### config.mk
export PLATFORM = sky130hd
export DESIGN_NAME = remote_serial_master_command
export DESIGN_NICKNAME = d
export VERILOG_FILES = /design/src/rtl/rsm_pkg.sv /design/src/rtl/fifo_if.sv /design/src/rtl/bit_timer.sv /design/src/rtl/byte_fifo.sv /design/src/rtl/remote_serial_master_command.sv
export VERILOG_INCLUDE_DIRS = /design/src /design/src/rtl
export SDC_FILE = /design/constraint.sdc
export NUM_CORES = 1
export LEC_CHECK = 0
export BUFFER_PORTS_ARGS = -buffer_cell sky130_fd_sc_hd__buf_2
export CAP_MARGIN = 20
export CELL_PAD_IN_SITES_DETAIL_PLACEMENT = 0
export CELL_PAD_IN_SITES_GLOBAL_PLACEMENT = 1
export CORE_MARGIN = 2
export CORE_UTILIZATION = 38
export DETAILED_ROUTE_END_ITERATION = 8
export PLACE_DENSITY = 0.75
export RECOVER_POWER = 100
export SYNTH_ARGS = -nofsm -noshare
export SYNTH_HDL_FRONTEND = slang
export SYNTH_SLANG_ARGS = --single-unit
### constraint.sdc
create_clock -name clk_sys -period 65.4 [get_ports clk_sys]
set_clock_uncertainty 0.1 [all_clocks]
set_input_delay 13.08 -clock clk_sys [delete_from_list [all_inputs] [get_ports clk_sys]]
set_output_delay 13.08 -clock clk_sys [all_outputs]
set_load 0.01 [all_outputs]
### src/rtl/rsm_params.svh
// Purpose: Register offsets, field positions, reset values and timing for the remote serial master
// Assumes: Byte-wide register port, 10 MHz system clock
// Notes:   Definitions only
`ifndef RSM_PARAMS_SVH
`define RSM_PARAMS_SVH

`define REG_BUF_BASE   4'h6
`define REG_CMD        8'h70
`define REG_WCNT       8'h71
`define REG_RCNT       8'h72
`define REG_EXEC       8'h74

`define CMD_RESET      8'h00
`define CNT_RESET      8'h00
`define EXEC_GO        8'h01

`define CMD_IFSEL_BIT  7
`define CMD_SEL_HI     6
`define CMD_SEL_LO     4
`define CMD_SPEED_HI   3
`define CMD_SPEED_LO   1
`define SPEED_NONE     3'h7

`define MAX_BYTES      5'd16

`define SYS_CLK_HZ     32'd10000000
`define RATE_8M        32'd8000000
`define RATE_4M        32'd4000000
`define RATE_2M        32'd2000000
`define RATE_1M        32'd1000000
`define RATE_500K      32'd500000
`define RATE_250K      32'd250000
`define RATE_400K      32'd400000
`define RATE_100K      32'd100000

`endif

### src/rtl/rsm_pkg.sv
// Purpose: Types shared by the remote serial master files
// Assumes: Nothing beyond SystemVerilog
// Notes:   Constants live in rsm_params.svh
`default_nettype none
package rsm_pkg;
  typedef logic [7:0] byte_t;

  typedef enum logic [1:0] {
    EXEC_OK   = 2'b00,
    EXEC_BUSY = 2'b01,
    EXEC_FAIL = 2'b10
  } exec_status_e;

  typedef enum logic [2:0] {
    S_IDLE  = 3'b000,
    S_START = 3'b001,
    S_LOAD  = 3'b010,
    S_LOW   = 3'b011,
    S_HIGH  = 3'b100,
    S_NEXT  = 3'b101,
    S_STOP  = 3'b110
  } eng_state_e;
endpackage : rsm_pkg
`default_nettype wire

### src/rtl/fifo_if.sv
// Purpose: Valid/ready carrier between the byte feeder, the FIFO and the shift engine
// Assumes: Same clock on both sides
// Notes:   flush empties the store in one cycle
`default_nettype none
interface fifo_if #(parameter int WIDTH = 8);
  logic             flush;
  logic [WIDTH-1:0] in_data;
  logic             in_valid;
  logic             in_ready;
  logic [WIDTH-1:0] out_data;
  logic             out_valid;
  logic             out_ready;

  modport store (input flush, in_data, in_valid, out_ready, output in_ready, out_data, out_valid);
  modport user  (output flush, in_data, in_valid, out_ready, input in_ready, out_data, out_valid);
endinterface : fifo_if
`default_nettype wire

### src/rtl/bit_timer.sv
// Purpose: Half-bit tick generator for the serial masters
// Assumes: half_cycles of at least 1
// Notes:   Dropping run restarts the count, so each phase after a pause is whole
`default_nettype none
module bit_timer #(
  parameter int CW = 16
) (
  input  wire logic          clk_sys,      // System clock
  input  wire logic          srst,         // Synchronous reset
  input  wire logic          run,          // Count while high
  input  wire logic [CW-1:0] half_cycles,  // Cycles per half bit
  output var  logic          tick          // One-cycle pulse per half bit
);
  logic [CW-1:0] cnt;

  always_ff @(posedge clk_sys) begin
    if (srst || !run) begin
      cnt  <= '0;
      tick <= 1'b0;
    end else if (cnt == half_cycles - 1'b1) begin
      cnt  <= '0;
      tick <= 1'b1;
    end else begin
      cnt  <= cnt + 1'b1;
      tick <= 1'b0;
    end
  end
endmodule : bit_timer
`default_nettype wire

### src/rtl/byte_fifo.sv
// Purpose: Small synchronous FIFO with valid/ready on both sides
// Assumes: DEPTH of at least 2
// Notes:   Full and empty come from an occupancy count, so no slot is wasted
`default_nettype none
module byte_fifo #(
  parameter int WIDTH = 8,
  parameter int DEPTH = 8
) (
  input wire logic clk_sys,  // System clock
  input wire logic srst,     // Synchronous reset
  fifo_if.store    q         // Fill and drain sides
);
  localparam int AW = $clog2(DEPTH);

  logic [WIDTH-1:0] mem [DEPTH];
  logic [AW-1:0]    wr_ptr;
  logic [AW-1:0]    rd_ptr;
  logic [AW:0]      count;
  logic             push;
  logic             pop;

  assign q.in_ready  = (count != (AW+1)'(DEPTH));
  assign q.out_valid = (count != '0);
  assign q.out_data  = mem[rd_ptr];
  assign push        = q.in_valid & q.in_ready;
  assign pop         = q.out_valid & q.out_ready;

  always_ff @(posedge clk_sys) begin
    if (push) begin
      mem[wr_ptr] <= q.in_data;
    end
  end

  always_ff @(posedge clk_sys) begin
    if (srst || q.flush) begin
      wr_ptr <= '0;
      rd_ptr <= '0;
      count  <= '0;
    end else begin
      if (push) begin
        wr_ptr <= (wr_ptr == AW'(DEPTH - 1)) ? '0 : wr_ptr + 1'b1;
      end
      if (pop) begin
        rd_ptr <= (rd_ptr == AW'(DEPTH - 1)) ? '0 : rd_ptr + 1'b1;
      end
      count <= count + (AW+1)'(push) - (AW+1)'(pop);
    end
  end
endmodule : byte_fifo
`default_nettype wire

### src/rtl/remote_serial_master_command.sv
// Purpose: Remote serial master command engine: runs SPI or 2-wire transfers set up through registers
// Assumes: Register port on clk_sys; SPI and 2-wire pins asynchronous to clk_sys
// Notes:   Pin inputs pass two flops, so the 8 Mbit/s SPI codes run at the fastest the clock allows
// Notes on behaviour
// - Receiver masters extend the transmitter control path; setup via command register 0x70.
// - Command bit 7 picks the master: 0 is 2-wire, 1 is SPI.
// - SPI bits 6:4 pick select line: 000/100 dedicated low, 001-011 low, 101-111 high.
// - The dedicated master chip select is always active low.
// - 2-wire bits 6:4: 000 start and stop, 001 start without closing stop.
// - Speed bits 3:1 set SPI rate 8M down to 250k; 111 means no access.
// - 2-wire speeds 001 100k, 010 400k, 011 1M; other codes illegal.
// - Command settings are taken only when 0x01 is written to execute.
// - Write and read byte counts come from 0x71 and 0x72; data uses buffer.
// - Writing execute after the counts starts a transfer on the chosen master.
// - Completion shows in the execute register and can raise an interrupt.
// - Counts and buffer are frozen at execute; later writes do not disturb it.
// - Write the programmed bytes first, then read bytes back into the buffer.
// - Execute reads 0 idle ok, 1 busy, 2 idle after failure.
// - Each byte count is at most 16 per command.
// - Transfer buffer occupies addresses 0x60 to 0x6F for outgoing and returned bytes.
`include "rsm_params.svh"
`default_nettype none
module remote_serial_master_command #(
  parameter int FIFO_DEPTH = 8
) (
  input  wire logic               clk_sys,               // System clock, 10 MHz
  input  wire logic               srst,                  // Synchronous reset, active high
  input  wire logic               reg_wr,                // Register write strobe
  input  wire logic [7:0]         reg_addr,              // Register address
  input  wire rsm_pkg::byte_t     reg_wdata,             // Register write data
  output var  rsm_pkg::byte_t     reg_rdata,             // Read data, one cycle after address
  output var  logic               exec_done,             // Command finished pulse
  output var  logic               spi_sclk,              // SPI clock, mode 0
  output var  logic               spi_mosi,              // SPI data out
  input  wire logic               spi_miso,              // SPI data in
  output var  logic               master_chip_select_n,  // Dedicated select, active low
  output var  logic [2:0]         do_select_en,          // Output pin taken as select
  output var  logic [2:0]         do_select_level,       // Level for a taken pin
  input  wire logic               tw_scl_in,             // 2-wire clock pin level
  output var  logic               tw_scl_out,            // 2-wire clock drive value
  output var  logic               tw_scl_oe_n,           // 2-wire clock pull low, active low
  input  wire logic               tw_sda_in,             // 2-wire data pin level
  output var  logic               tw_sda_out,            // 2-wire data drive value
  output var  logic               tw_sda_oe_n            // 2-wire data pull low, active low
);
  import rsm_pkg::*;

  byte_t        cmd_reg;
  byte_t        wcnt_reg;
  byte_t        rcnt_reg;
  byte_t        xfer_buf [16];
  exec_status_e status;
  eng_state_e   state;
  logic [1:0]   step;
  byte_t        shreg;
  logic [3:0]   bitn;
  logic [4:0]   wleft;
  logic [4:0]   rleft;
  logic [4:0]   feed_left;
  logic [3:0]   feed_idx;
  logic [3:0]   ridx;
  logic         phase_rd;
  logic         failed;
  logic         act_spi;
  logic         act_stop;
  logic [2:0]   act_sel;
  logic [15:0]  act_half;
  logic         miso_m, miso_s, sda_m, sda_s, scl_m, scl_s;
  logic         tick, go, start_bus, tw_legal, busy, fin, in_s;
  logic         scl_low, sda_low, cs_on;
  logic [2:0]   speed;

  fifo_if #(.WIDTH(8)) feed ();

  byte_fifo #(.WIDTH(8), .DEPTH(FIFO_DEPTH)) u_fifo (
    .clk_sys (clk_sys),
    .srst    (srst),
    .q       (feed.store)
  );

  bit_timer #(.CW(16)) u_timer (
    .clk_sys     (clk_sys),
    .srst        (srst),
    .run         (state == S_START || state == S_LOW || state == S_HIGH || state == S_STOP),
    .half_cycles (act_half),
    .tick        (tick)
  );

  function automatic logic [4:0] cap(input byte_t v);
    return (v > 8'(`MAX_BYTES)) ? `MAX_BYTES : v[4:0];
  endfunction : cap

  function automatic logic [15:0] half_of(input logic [31:0] rate);
    logic [31:0] h;
    h = `SYS_CLK_HZ / (32'd2 * rate);
    return (h == 32'd0) ? 16'd1 : h[15:0];
  endfunction : half_of

  function automatic logic [15:0] speed_half(input logic spi, input logic [2:0] code);
    logic [31:0] r;
    r = `RATE_250K;
    if (spi) begin
      case (code)
        3'h0, 3'h1: r = `RATE_8M;
        3'h2:       r = `RATE_4M;
        3'h3:       r = `RATE_2M;
        3'h4:       r = `RATE_1M;
        3'h5:       r = `RATE_500K;
        default:    r = `RATE_250K;
      endcase
    end else begin
      case (code)
        3'h1:    r = `RATE_100K;
        3'h2:    r = `RATE_400K;
        default: r = `RATE_1M;
      endcase
    end
    return half_of(r);
  endfunction : speed_half

  ////////////////////////////////////////////////////////////////////////////////
  // Pin synchronisers
  always_ff @(posedge clk_sys) begin
    if (srst) begin
      {miso_m, miso_s, sda_m, sda_s, scl_m, scl_s} <= 6'h3f;
    end else begin
      {miso_m, sda_m, scl_m} <= {spi_miso, tw_sda_in, tw_scl_in};
      {miso_s, sda_s, scl_s} <= {miso_m, sda_m, scl_m};
    end
  end

  ////////////////////////////////////////////////////////////////////////////////
  // Register port
  assign speed    = cmd_reg[`CMD_SPEED_HI:`CMD_SPEED_LO];
  assign tw_legal = (speed == 3'h1) || (speed == 3'h2) || (speed == 3'h3);
  assign go        = reg_wr && (reg_addr == `REG_EXEC) && (reg_wdata == `EXEC_GO) && (status != EXEC_BUSY);
  assign start_bus = go && (speed != `SPEED_NONE) && (cmd_reg[`CMD_IFSEL_BIT] || tw_legal);
  assign busy      = (state != S_IDLE);
  assign fin       = (state == S_STOP) && tick && (act_spi || step == 2'd2);

  always_ff @(posedge clk_sys) begin
    if (srst) begin
      cmd_reg  <= `CMD_RESET;
      wcnt_reg <= `CNT_RESET;
      rcnt_reg <= `CNT_RESET;
    end else if (reg_wr && status != EXEC_BUSY) begin
      if (reg_addr == `REG_CMD) cmd_reg <= reg_wdata;
      if (reg_addr == `REG_WCNT) wcnt_reg <= reg_wdata;
      if (reg_addr == `REG_RCNT) rcnt_reg <= reg_wdata;
    end
  end

  // buffer; returned bytes have priority over the port
  always_ff @(posedge clk_sys) begin
    if (state == S_NEXT && phase_rd) begin
      xfer_buf[ridx] <= shreg;
    end else if (reg_wr && status != EXEC_BUSY && reg_addr[7:4] == `REG_BUF_BASE) begin
      xfer_buf[reg_addr[3:0]] <= reg_wdata;
    end
  end

  always_ff @(posedge clk_sys) begin
    if (srst) begin
      status    <= EXEC_OK;
      exec_done <= 1'b0;
    end else begin
      exec_done <= 1'b0;
      if (go) begin
        status    <= start_bus ? EXEC_BUSY : (speed == `SPEED_NONE) ? EXEC_OK : EXEC_FAIL;
        exec_done <= !start_bus;
      end else if (fin) begin
        status    <= failed ? EXEC_FAIL : EXEC_OK;
        exec_done <= 1'b1;
      end
    end
  end

  always_ff @(posedge clk_sys) begin
    if (srst) begin
      reg_rdata <= 8'h00;
    end else if (reg_addr[7:4] == `REG_BUF_BASE) begin
      reg_rdata <= xfer_buf[reg_addr[3:0]];
    end else begin
      case (reg_addr)
        `REG_CMD:  reg_rdata <= cmd_reg;
        `REG_WCNT: reg_rdata <= wcnt_reg;
        `REG_RCNT: reg_rdata <= rcnt_reg;
        `REG_EXEC: reg_rdata <= {6'h00, status};
        default:   reg_rdata <= 8'h00;
      endcase
    end
  end

  ////////////////////////////////////////////////////////////////////////////////
  // Feeder: streams the frozen write bytes into the FIFO ahead of the engine
  assign feed.flush     = start_bus;
  assign feed.in_valid  = (feed_left != 5'd0);
  assign feed.in_data   = xfer_buf[feed_idx];
  assign feed.out_ready = (state == S_LOAD) && !phase_rd;

  always_ff @(posedge clk_sys) begin
    if (srst) begin
      feed_left <= 5'd0;
      feed_idx  <= 4'h0;
    end else if (start_bus) begin
      feed_left <= cap(wcnt_reg);
      feed_idx  <= 4'h0;
    end else if (feed.in_valid && feed.in_ready) begin
      feed_left <= feed_left - 5'd1;
      feed_idx  <= feed_idx + 4'h1;
    end
  end

  ////////////////////////////////////////////////////////////////////////////////
  // Shift engine
  assign in_s = act_spi ? miso_s : sda_s;

  always_ff @(posedge clk_sys) begin
    if (srst) begin
      state    <= S_IDLE;
      step     <= 2'd0;
      shreg    <= 8'hff;
      bitn     <= 4'h0;
      wleft    <= 5'd0;
      rleft    <= 5'd0;
      ridx     <= 4'h0;
      phase_rd <= 1'b0;
      failed   <= 1'b0;
      act_spi  <= 1'b0;
      act_stop <= 1'b1;
      act_sel  <= 3'h0;
      act_half <= 16'd1;
    end else begin
      unique case (state)
        S_IDLE: begin
          if (start_bus) begin
            act_spi  <= cmd_reg[`CMD_IFSEL_BIT];
            act_sel  <= cmd_reg[`CMD_SEL_HI:`CMD_SEL_LO];
            act_stop <= (cmd_reg[`CMD_SEL_HI:`CMD_SEL_LO] == 3'h0);
            act_half <= speed_half(cmd_reg[`CMD_IFSEL_BIT], speed);
            wleft    <= cap(wcnt_reg);
            rleft    <= cap(rcnt_reg);
            phase_rd <= (cap(wcnt_reg) == 5'd0);
            ridx     <= 4'h0;
            failed   <= 1'b0;
            step     <= 2'd0;
            state    <= S_START;
          end
        end
        S_START: begin
          if (tick) begin
            state <= (wleft == 5'd0 && rleft == 5'd0) ? S_STOP : S_LOAD;
          end
        end
        S_LOAD: begin
          if (phase_rd || feed.out_valid) begin
            shreg <= phase_rd ? 8'hff : feed.out_data;
            bitn  <= 4'h0;
            state <= S_LOW;
          end
        end
        S_LOW: begin
          if (tick) begin
            state <= S_HIGH;
          end
        end
        S_HIGH: begin
          // Slave may stretch the 2-wire clock
          if (tick && (act_spi || scl_s)) begin
            if (bitn != 4'h8) begin
              shreg <= {shreg[6:0], in_s};
            end else if (!phase_rd) begin
              failed <= sda_s;
            end
            if ((act_spi && bitn == 4'h7) || bitn == 4'h8) begin
              state <= S_NEXT;
            end else begin
              bitn  <= bitn + 4'h1;
              state <= S_LOW;
            end
          end
        end
        S_NEXT: begin
          if (phase_rd) begin
            ridx  <= ridx + 4'h1;
            rleft <= rleft - 5'd1;
          end else begin
            wleft <= wleft - 5'd1;
          end
          if (failed) begin
            state <= S_STOP;
          end else if (!phase_rd && wleft != 5'd1) begin
            state <= S_LOAD;
          end else if (!phase_rd && rleft != 5'd0) begin
            phase_rd <= 1'b1;
            state    <= S_LOAD;
          end else if (phase_rd && rleft != 5'd1) begin
            state <= S_LOAD;
          end else begin
            state <= S_STOP;
          end
        end
        S_STOP: begin
          if (fin) begin
            state <= S_IDLE;
          end else if (tick) begin
            step <= step + 2'd1;
          end
        end
        default: state <= S_IDLE;
      endcase
    end
  end

  ////////////////////////////////////////////////////////////////////////////////
  // Pin drivers, registered so the pins never glitch
  assign cs_on   = act_spi && busy;
  assign scl_low = !act_spi && busy && state != S_START && state != S_HIGH && !(state == S_STOP && step != 2'd0);
  // stop only when framing asks for it
  assign sda_low = !act_spi && busy && (state == S_START || state == S_LOAD
                   || (state == S_STOP && step != 2'd2 && act_stop)
                   || ((state == S_LOW || state == S_HIGH) &&
                       (phase_rd ? (bitn == 4'h8 && rleft != 5'd1) : (bitn != 4'h8 && !shreg[7]))));

  assign tw_scl_out = 1'b0;
  assign tw_sda_out = 1'b0;

  always_ff @(posedge clk_sys) begin
    if (srst) begin
      spi_sclk             <= 1'b0;
      spi_mosi             <= 1'b0;
      master_chip_select_n <= 1'b1;
      do_select_en         <= 3'h0;
      do_select_level      <= 3'h0;
      tw_scl_oe_n          <= 1'b1;
      tw_sda_oe_n          <= 1'b1;
    end else begin
      // mode 0, select held for the whole command
      spi_sclk             <= cs_on && state == S_HIGH;
      spi_mosi             <= cs_on && (phase_rd || shreg[7]);
      // dedicated select is low-active for both of its codes
      master_chip_select_n <= !(cs_on && act_sel[1:0] == 2'b00);
      for (int i = 0; i < 3; i++) begin
        do_select_en[i]    <= cs_on && act_sel[1:0] == 2'(i + 1);
        do_select_level[i] <= act_sel[2];
      end
      tw_scl_oe_n          <= !scl_low;
      tw_sda_oe_n          <= !sda_low;
    end
  end
endmodule : remote_serial_master_command
`default_nettype wire

; ---- Word-level counts from Yosys, hierarchy flattened
; Memories as Yosys holds them, arrays and structs flattened. A register that Yosys moved wholly into a read port is not among the register bits.
; Cells that the tools add are included.
; Widths: inputs -> output; s select.
[totals]
output_inout_bits = 22
inputBits = 22
regBits = 140
mem_count = 2
ram_bits = 192
wordCells = 293
[op_classes]
n_lt_le_gt_ge = 2
n_addsub = 13
reduce_logical = 97
bitwise_logic = 2
muxes = 84
n_eq_ne = 53
div_mod_pow = 1
[memory_table]
columns = memory, depth, width, rd, rd_clocked_by_memory_dff, wr, line
row1 = xfer_buf, 16, 8, 2, 1, 1, remote_serial_master_command.sv:51  ; byte_t xfer_buf [16];
row2 = u_fifo.mem, 8, 8, 1, 1, 1, byte_fifo.sv:15  ; logic [WIDTH-1:0] mem [DEPTH];
[op_table]
columns = cell, count
row1 = $pmux 23 s5, 1
row2 = $mux 31, 3
row3 = $mux 3, 16
row4 = $mux 8, 6
row5 = $mux 5, 8
row6 = $pmux 20 s2, 1
row7 = $logic_and 1x1->1, 36
row8 = $div 24x32->32 const A, 1
row9 = $eq 8x7->1 const B, 4
row10 = $logic_not 32->1, 1
row11 = $mux 4, 8
row12 = $pmux 8 s4, 1
row13 = $ne 2x2->1 const B, 14
row14 = $eq 3x3->1 const B, 8
row15 = $mux 23, 1
row16 = $mux 1, 21
row17 = $pmux 3 s7, 1
row18 = $pmux 5 s2, 2
row19 = $logic_or 1x1->1, 17
row20 = $add 16x1->16 const B, 1
row21 = $eq 16x16->1, 1
row22 = $gt 8x5->1 const B, 2
row23 = $mux 16, 1
row24 = $mux 2, 8
row25 = 39 further kinds, 89

; ---- Longest topological paths before layout
[logic_depth]
depth_word = 12
mapped_depth = 258
ltp_nobuf = 234

; ---- Hierarchy
; A second synthesis with hierarchy kept.
[hier_totals]
cells_unflattened = 3763
area_unflattened_um2 = 33340.7
[modules_own_cells]
columns = module, area_per_inst_um2, instances, cells_each, seq_area_each_um2
row1 = remote_serial_master_command, 28971.5, 1, 3447, 6185.9
row2 = byte_fifo, 3164.3, 1, 170, 2182.1
row3 = bit_timer, 1204.9, 1, 146, 340.3

; ---- Least setup slack after synthesis
; OpenSTA, ideal clock, no wires.
[synth_timing]
path_type = register -> register
from = register cmd_reg[7]
to = register act_half[0]
arrival_time_ns = 51.215
path_slack_ns = 13.966
synth_period_minus_slack_ns = 51.434
setup_time_ns = 0.119
path_stages_with_launch = 244
path_cell_list = dfxtp_1 buf_2 buf_2 buf_2 buf_1 xnor2_1 nand3_1 nor3b_1 ha_1 o21ai_0 a32o_1 o21ai_1 o311a_1 and2_2 nand2_1 inv_1 ha_1 a211oi_1 (+208 left out) ha_1 nor2b_1 o21ai_0 nand2b_1 a21oi_1 nor2b_1 o21ai_0 nand2b_1 a21oi_1 nor2b_1 o21ai_0 nand2b_1 a21oi_1 o311ai_0 a2111o_1 a21o_1 nor3_1 nor2_2
[synth_via]
elab_chain_len = 7
elab_cells_between_ends = 10
cone_classes = div (1) / mux (5) / reduce/logical (4)
[synth_rtl]
columns = element, line
row1 = from (decl), remote_serial_master_command.sv:48  ; byte_t cmd_reg;
row2 = from (signal assigned), remote_serial_master_command.sv:143  ; cmd_reg <= `CMD_RESET;
row3 = from (signal assigned), remote_serial_master_command.sv:147  ; if (reg_addr == `REG_CMD) cmd_reg <= reg_wdata;
row4 = $mux 23, remote_serial_master_command.sv:102  ; if (spi) begin
row5 = $mux 31, remote_serial_master_command.sv:236  ; if (start_bus) begin
row6 = $mux 31, remote_serial_master_command.sv:234  ; unique case (state)
row7 = $mux 31, remote_serial_master_command.sv:219  ; if (srst) begin
row8 = $div 24x32->32 (no line), -
row9 = $logic_not 32->1, remote_serial_master_command.sv:96  ; return (h == 32'd0) ? 16'd1 : h[15:0];
row10 = $mux 16, remote_serial_master_command.sv:96
row11 = to (signal assigned), remote_serial_master_command.sv:240  ; act_half <= speed_half(cmd_reg[`CMD_IFSEL_BIT], speed);
row12 = to (decl), remote_serial_master_command.sv:67  ; logic [15:0] act_half;
; Several ways; a longest one is shown, not always the timed one. The select of a mux whose other input is x is not followed.
; A chain may end at the register's enable or synchronous reset.

; ---- Worst setup path after layout
[layout_timing]
from = register cmd_reg[2]
to = register act_half[0]
[layout_via]
elab_chain_len = 10
elab_cells_between_ends = 23
cone_classes = div (1) / eq/ne (6) / mux (7) / reduce/logical (9)
[layout_rtl]
columns = element, line
row1 = $eq 3x1->1 or $logic_not 3->1 (tied branches), "remote_serial_master_command.sv:103, remote_serial_master_command.sv:112, remote_serial_master_command.sv:135"
row2 = $reduce_or 2->1, remote_serial_master_command.sv:103  ; case (code)
row3 = $pmux 23 s5, remote_serial_master_command.sv:103
row4 = $mux 23, remote_serial_master_command.sv:102
row5 = $mux 31, remote_serial_master_command.sv:236
row6 = $mux 31, remote_serial_master_command.sv:234
row7 = $mux 31, remote_serial_master_command.sv:219
row8 = $div 24x32->32 (no line), -
row9 = $logic_not 32->1, remote_serial_master_command.sv:96
row10 = $mux 16, remote_serial_master_command.sv:96
; Several ways; a longest one is shown, not always the timed one. The select of a mux whose other input is x is not followed.

==> metrics.txt <==
# TYPE chip_impl_metric gauge
chip_impl_metric{name="timing.slew.headroom",unit=""} -1.214
chip_impl_metric{name="gr-usage-met1",unit=""} 0.3342
chip_impl_metric{name="route.antenna.remaining_nets",unit=""} 0
chip_impl_metric{name="p_leak",unit="nW"} 14.08
chip_impl_metric{name="cts_made_buffers",unit=""} 35
chip_impl_metric{name="critical-path-max-stage-delay",unit="ns"} 0.94
chip_impl_info{name="synthTopCellsByArea",value="edfxtp_1 (17%), ha_1 (12%), dfxtp_1 (8.9%)"} 1
chip_impl_info{name="status",value="finished, violations left"} 1
chip_impl_info{name="biggestRegsByFlops",value="xfer_buf x128, u_fifo.mem x64"} 1
chip_impl_metric{name="routabilityCongestion",unit=""} 0.9529
chip_impl_metric{name="placementRows",unit=""} 108
chip_impl_info{name="worst_hold_path_type",value="flip-flop to flip-flop"} 1
chip_impl_info{name="tritoncts",value="yes"} 1
chip_impl_metric{name="synth_enable_flop_cells",unit=""} 192
chip_impl_info{name="cpMaxStageDelayCell",value="o21ai_0"} 1
chip_impl_metric{name="cp.depth",unit=""} 228
chip_impl_metric{name="worst_slew_pin_slew",unit="ns"} 3.320
chip_impl_metric{name="critPathMaxFanout",unit=""} 33
chip_impl_info{name="synth_flop_cell",value="edfxtp_1"} 1
chip_impl_metric{name="largest_reg_flops",unit=""} 128
chip_impl_metric{name="synthesis.area_per_instance",unit="um^2"} 8.748
chip_impl_metric{name="drt_pass1_iterations",unit=""} 6
chip_impl_metric{name="power_density",unit="mW/mm^2"} 16.85
chip_impl_metric{name="holdWs",unit="ns"} 0.3074
chip_impl_metric{name="ys_types",unit=""} 110
chip_impl_info{name="synth.largest_area_cell",value="edfxtp_1"} 1
chip_impl_metric{name="final_count_of_pins_violating_max_slew",unit=""} 261
chip_impl_metric{name="clock_sinks",unit=""} 339
chip_impl_metric{name="number_of_synthesis_warnings",unit=""} 0
chip_impl_metric{name="timing.reg2reg.worst_path_depth",unit=""} 228
chip_impl_metric{name="syn_inst",unit=""} 3785
chip_impl_metric{name="htree_num_levels",unit=""} 2
chip_impl_metric{name="detailed_placer_s_ending_hpwl",unit="um"} 81190
chip_impl_metric{name="post_drt_wl_per_cell",unit="um"} 21.72
chip_impl_metric{name="multi_input_comb_area",unit="mm^2"} 0.02347
chip_impl_metric{name="grt_antenna_before_repair",unit=""} 1
chip_impl_metric{name="grt_start_max_net_pins",unit=""} 60
chip_impl_metric{name="min_delay_path_depth",unit=""} 1
chip_impl_metric{name="grt_use_met2",unit=""} 0.3726
chip_impl_metric{name="drtIter0Drc",unit=""} 2966
chip_impl_metric{name="globalRouteOverflowTotal",unit=""} 0
chip_impl_metric{name="final_count_of_negative_setup_slack_endpoints",unit=""} 0
chip_impl_metric{name="cts.path.max_buffers",unit=""} 3
chip_impl_info{name="path_delay_family",value="compound AO/OA/AOI/OAI gates"} 1
chip_impl_metric{name="effective_utilization_at_floorplan",unit=""} 0.3823
chip_impl_info{name="cp-end-kind",value="flip-flop"} 1
chip_impl_metric{name="final_nets",unit=""} 4147
chip_impl_metric{name="cts-hold-fix-buffers",unit=""} 0
chip_impl_metric{name="ir_drop",unit="uV"} 19.84
chip_impl_metric{name="postCtsSetupBuffers",unit=""} 0
chip_impl_metric{name="timing.critical_path.arrival",unit="ns"} 58.82
chip_impl_metric{name="clk_latency",unit="ns"} 0.54
chip_impl_info{name="crit_path_launch_type",value="flip-flop"} 1
chip_impl_metric{name="fp.dieW",unit="um"} 299.2
chip_impl_metric{name="post_route_cells_drive_above_1_share",unit=""} 0.1039
chip_impl_metric{name="synth.top_cell.area_share",unit=""} 0.1741
chip_impl_metric{name="io_pins",unit=""} 44
chip_impl_metric{name="setup-tns-final",unit="ns"} 0
chip_impl_metric{name="fillers",unit=""} 8632
chip_impl_metric{name="dieHeight",unit="um"} 299.2
chip_impl_metric{name="vias_per_cell",unit=""} 5.951
chip_impl_metric{name="via_count",unit=""} 29670
chip_impl_metric{name="grt_first_pass_wirelength",unit="um"} 164500
chip_impl_metric{name="postRouteWirelength",unit="um"} 108300
chip_impl_metric{name="grtUsageMet3",unit=""} 0.02790
chip_impl_metric{name="cts_repair_resized_insts",unit=""} 0
chip_impl_metric{name="drv.max_cap_violation_count",unit=""} 8
chip_impl_metric{name="place.port_buffers",unit=""} 41
chip_impl_info{name="violations",value="max-capacitance violations, max-slew violations"} 1
chip_impl_metric{name="ys_seq_elements",unit=""} 339
chip_impl_metric{name="area_growth_from_synthesis_to_layout",unit="%"} 8.268
chip_impl_metric{name="grt_usage",unit=""} 0.2337
chip_impl_info{name="rsz0062_at_grt",value="false"} 1
chip_impl_metric{name="die-area",unit="mm^2"} 0.08951
chip_impl_metric{name="synth_seq_area_share",unit=""} 0.2630
chip_impl_metric{name="antenna_cells_inserted",unit=""} 0
chip_impl_info{name="global_route.peak_usage_layer",value="met2"} 1
chip_impl_metric{name="report.final.hold_viol_count",unit=""} 0
chip_impl_metric{name="final-seq-area",unit="mm^2"} 0.008711
chip_impl_metric{name="critPathBufInv",unit=""} 16
chip_impl_metric{name="critical_path_required",unit="ns"} 65.71
chip_impl_info{name="timing.critical_path.mode_cell",value="o21ai_0"} 1
chip_impl_metric{name="clk_pin_slew",unit="ns"} 0.06
chip_impl_metric{name="core_area",unit="mm^2"} 0.08662
chip_impl_metric{name="final_min_period_over_clock_period",unit=""} 0.8945
chip_impl_metric{name="post-route-drc-count",unit=""} 0
chip_impl_info{name="largest-register",value="xfer_buf"} 1
chip_impl_metric{name="first_global_vias",unit=""} 27610
chip_impl_info{name="clock_tree.root_cell",value="clkbuf_16"} 1
chip_impl_metric{name="timing.final.crit_period",unit="ns"} 58.50
chip_impl_metric{name="timing.fmax",unit="GHz"} 0.01709
chip_impl_metric{name="syn_area",unit="mm^2"} 0.03311
chip_impl_info{name="critPathKind",value="flip-flop to flip-flop"} 1
chip_impl_metric{name="postSynth.asyncResetShare",unit=""} 0
synth_stat cells, types with 54 or more instances:
master    count
nor2_1      406
nand2_1     340
a21oi_1     316
ha_1        316
o21ai_0     211
edfxtp_1    192
xnor2_1     171
dfxtp_1     147
inv_1       125
xor2_1      100
clkbuf_1     96
mux4_2       96
mux2_2       84
a21o_1       81
nand3_1      79
nor3_1       77
mux2i_1      67
o21a_1       54
layout make-up:
type,count,share of cell area
clock inverters,14,0.004398
clock buffers,47,0.02708
well taps,1155,0.04031
flip-flops and latches,339,0.2430
multi-input cells,3192,0.6546
inverters,130,0.01361
repair buffers,108,0.01696
worst paths after layout:
path | endpoint | from | slack (ns)
setup / recovery | act_half[0]$_SDFFE_PP1P_ | cmd_reg[2]$_SDFFE_PP0P_ | 6.90
hold / removal | sda_s$_SDFF_PP1_ | sda_m$_SDFF_PP1_ | 0.31
setup reg to reg | act_half[0]$_SDFFE_PP1P_ | cmd_reg[2]$_SDFFE_PP0P_ | 6.90
hold reg to reg | sda_s$_SDFF_PP1_ | sda_m$_SDFF_PP1_ | 0.31
per-stage QoR:
stage | instance area (um^2) | total power [mW] | worst slack, ns | util | std cells
floorplan | 33170 | 0.3659 | 13.97 | - | 3800
global placement | 34820 | 0.4060 | 9.804 | 0.4020 | 4920
detailed placement | 34850 | 0.4079 | 9.184 | 0.4023 | 4922
CTS | 35980 | 0.6077 | 8.968 | 0.4153 | 4983
global route | 35850 | 0.6313 | 2.045 | 0.4139 | 4985
finish | 35850 | 0.6040 | 6.898 | 0.4139 | 4985
cell usage in the layout, fill, tap and decap left out, types with 81 or more instances in the layout:
cell type  netlist  layout
o21ai_0        211     212
xor2_1         100     100
mux4_2          96      96
mux2_2          84      84
nor2_1         406     404
edfxtp_1       192     192
dfxtp_1        147     145
ha_1           316     316
a21o_1          81      81
xnor2_1        171     171
inv_1          125     126
a21oi_1        316     316
nand2_1        340     340
logic make-up (layout without fill, tap and decap cells):
logic type      Yosys count  in the layout  share of synthesized area
simple gates           1248           1248                     0.1806
compound gates         1083           1083                     0.2145
flops                   339            339                     0.2630
fa+ha+maj               321            321                     0.1218
xor+xnor                271            271                    0.07169
buf+inv                 269            299                    0.03174
mux                     252            252                     0.1165
other cells               2             17                  0.0002268
per-layer routing:
layer  share of wire  vias to the layer above
met4           0.028                        0
met5               0                        -
met1            0.46                    14200
met2            0.44                     1055
li1                -                    14240
met3           0.067                      174
where the power goes:
group | internal [mW] | switching [mW] | total (mW)
clock | 0.114 | 0.0868 | 0.200
sequential | 0.254 | 0.0103 | 0.264
combinational | 0.0561 | 0.0833 | 0.139
total | 0.424 | 0.180 | 0.604
worst register-to-register path: cells and delay by family (launching register included):
kind,cells,cell delay (ns)
flops,1,0.79
compound gates,133,34.32
fa+ha+maj,19,6.15
mux,5,1.68
xor+xnor,1,0.15
simple gates,54,11.75
buf+inv,16,3.45
No activity file was read; power rests on OpenSTA's default activity.
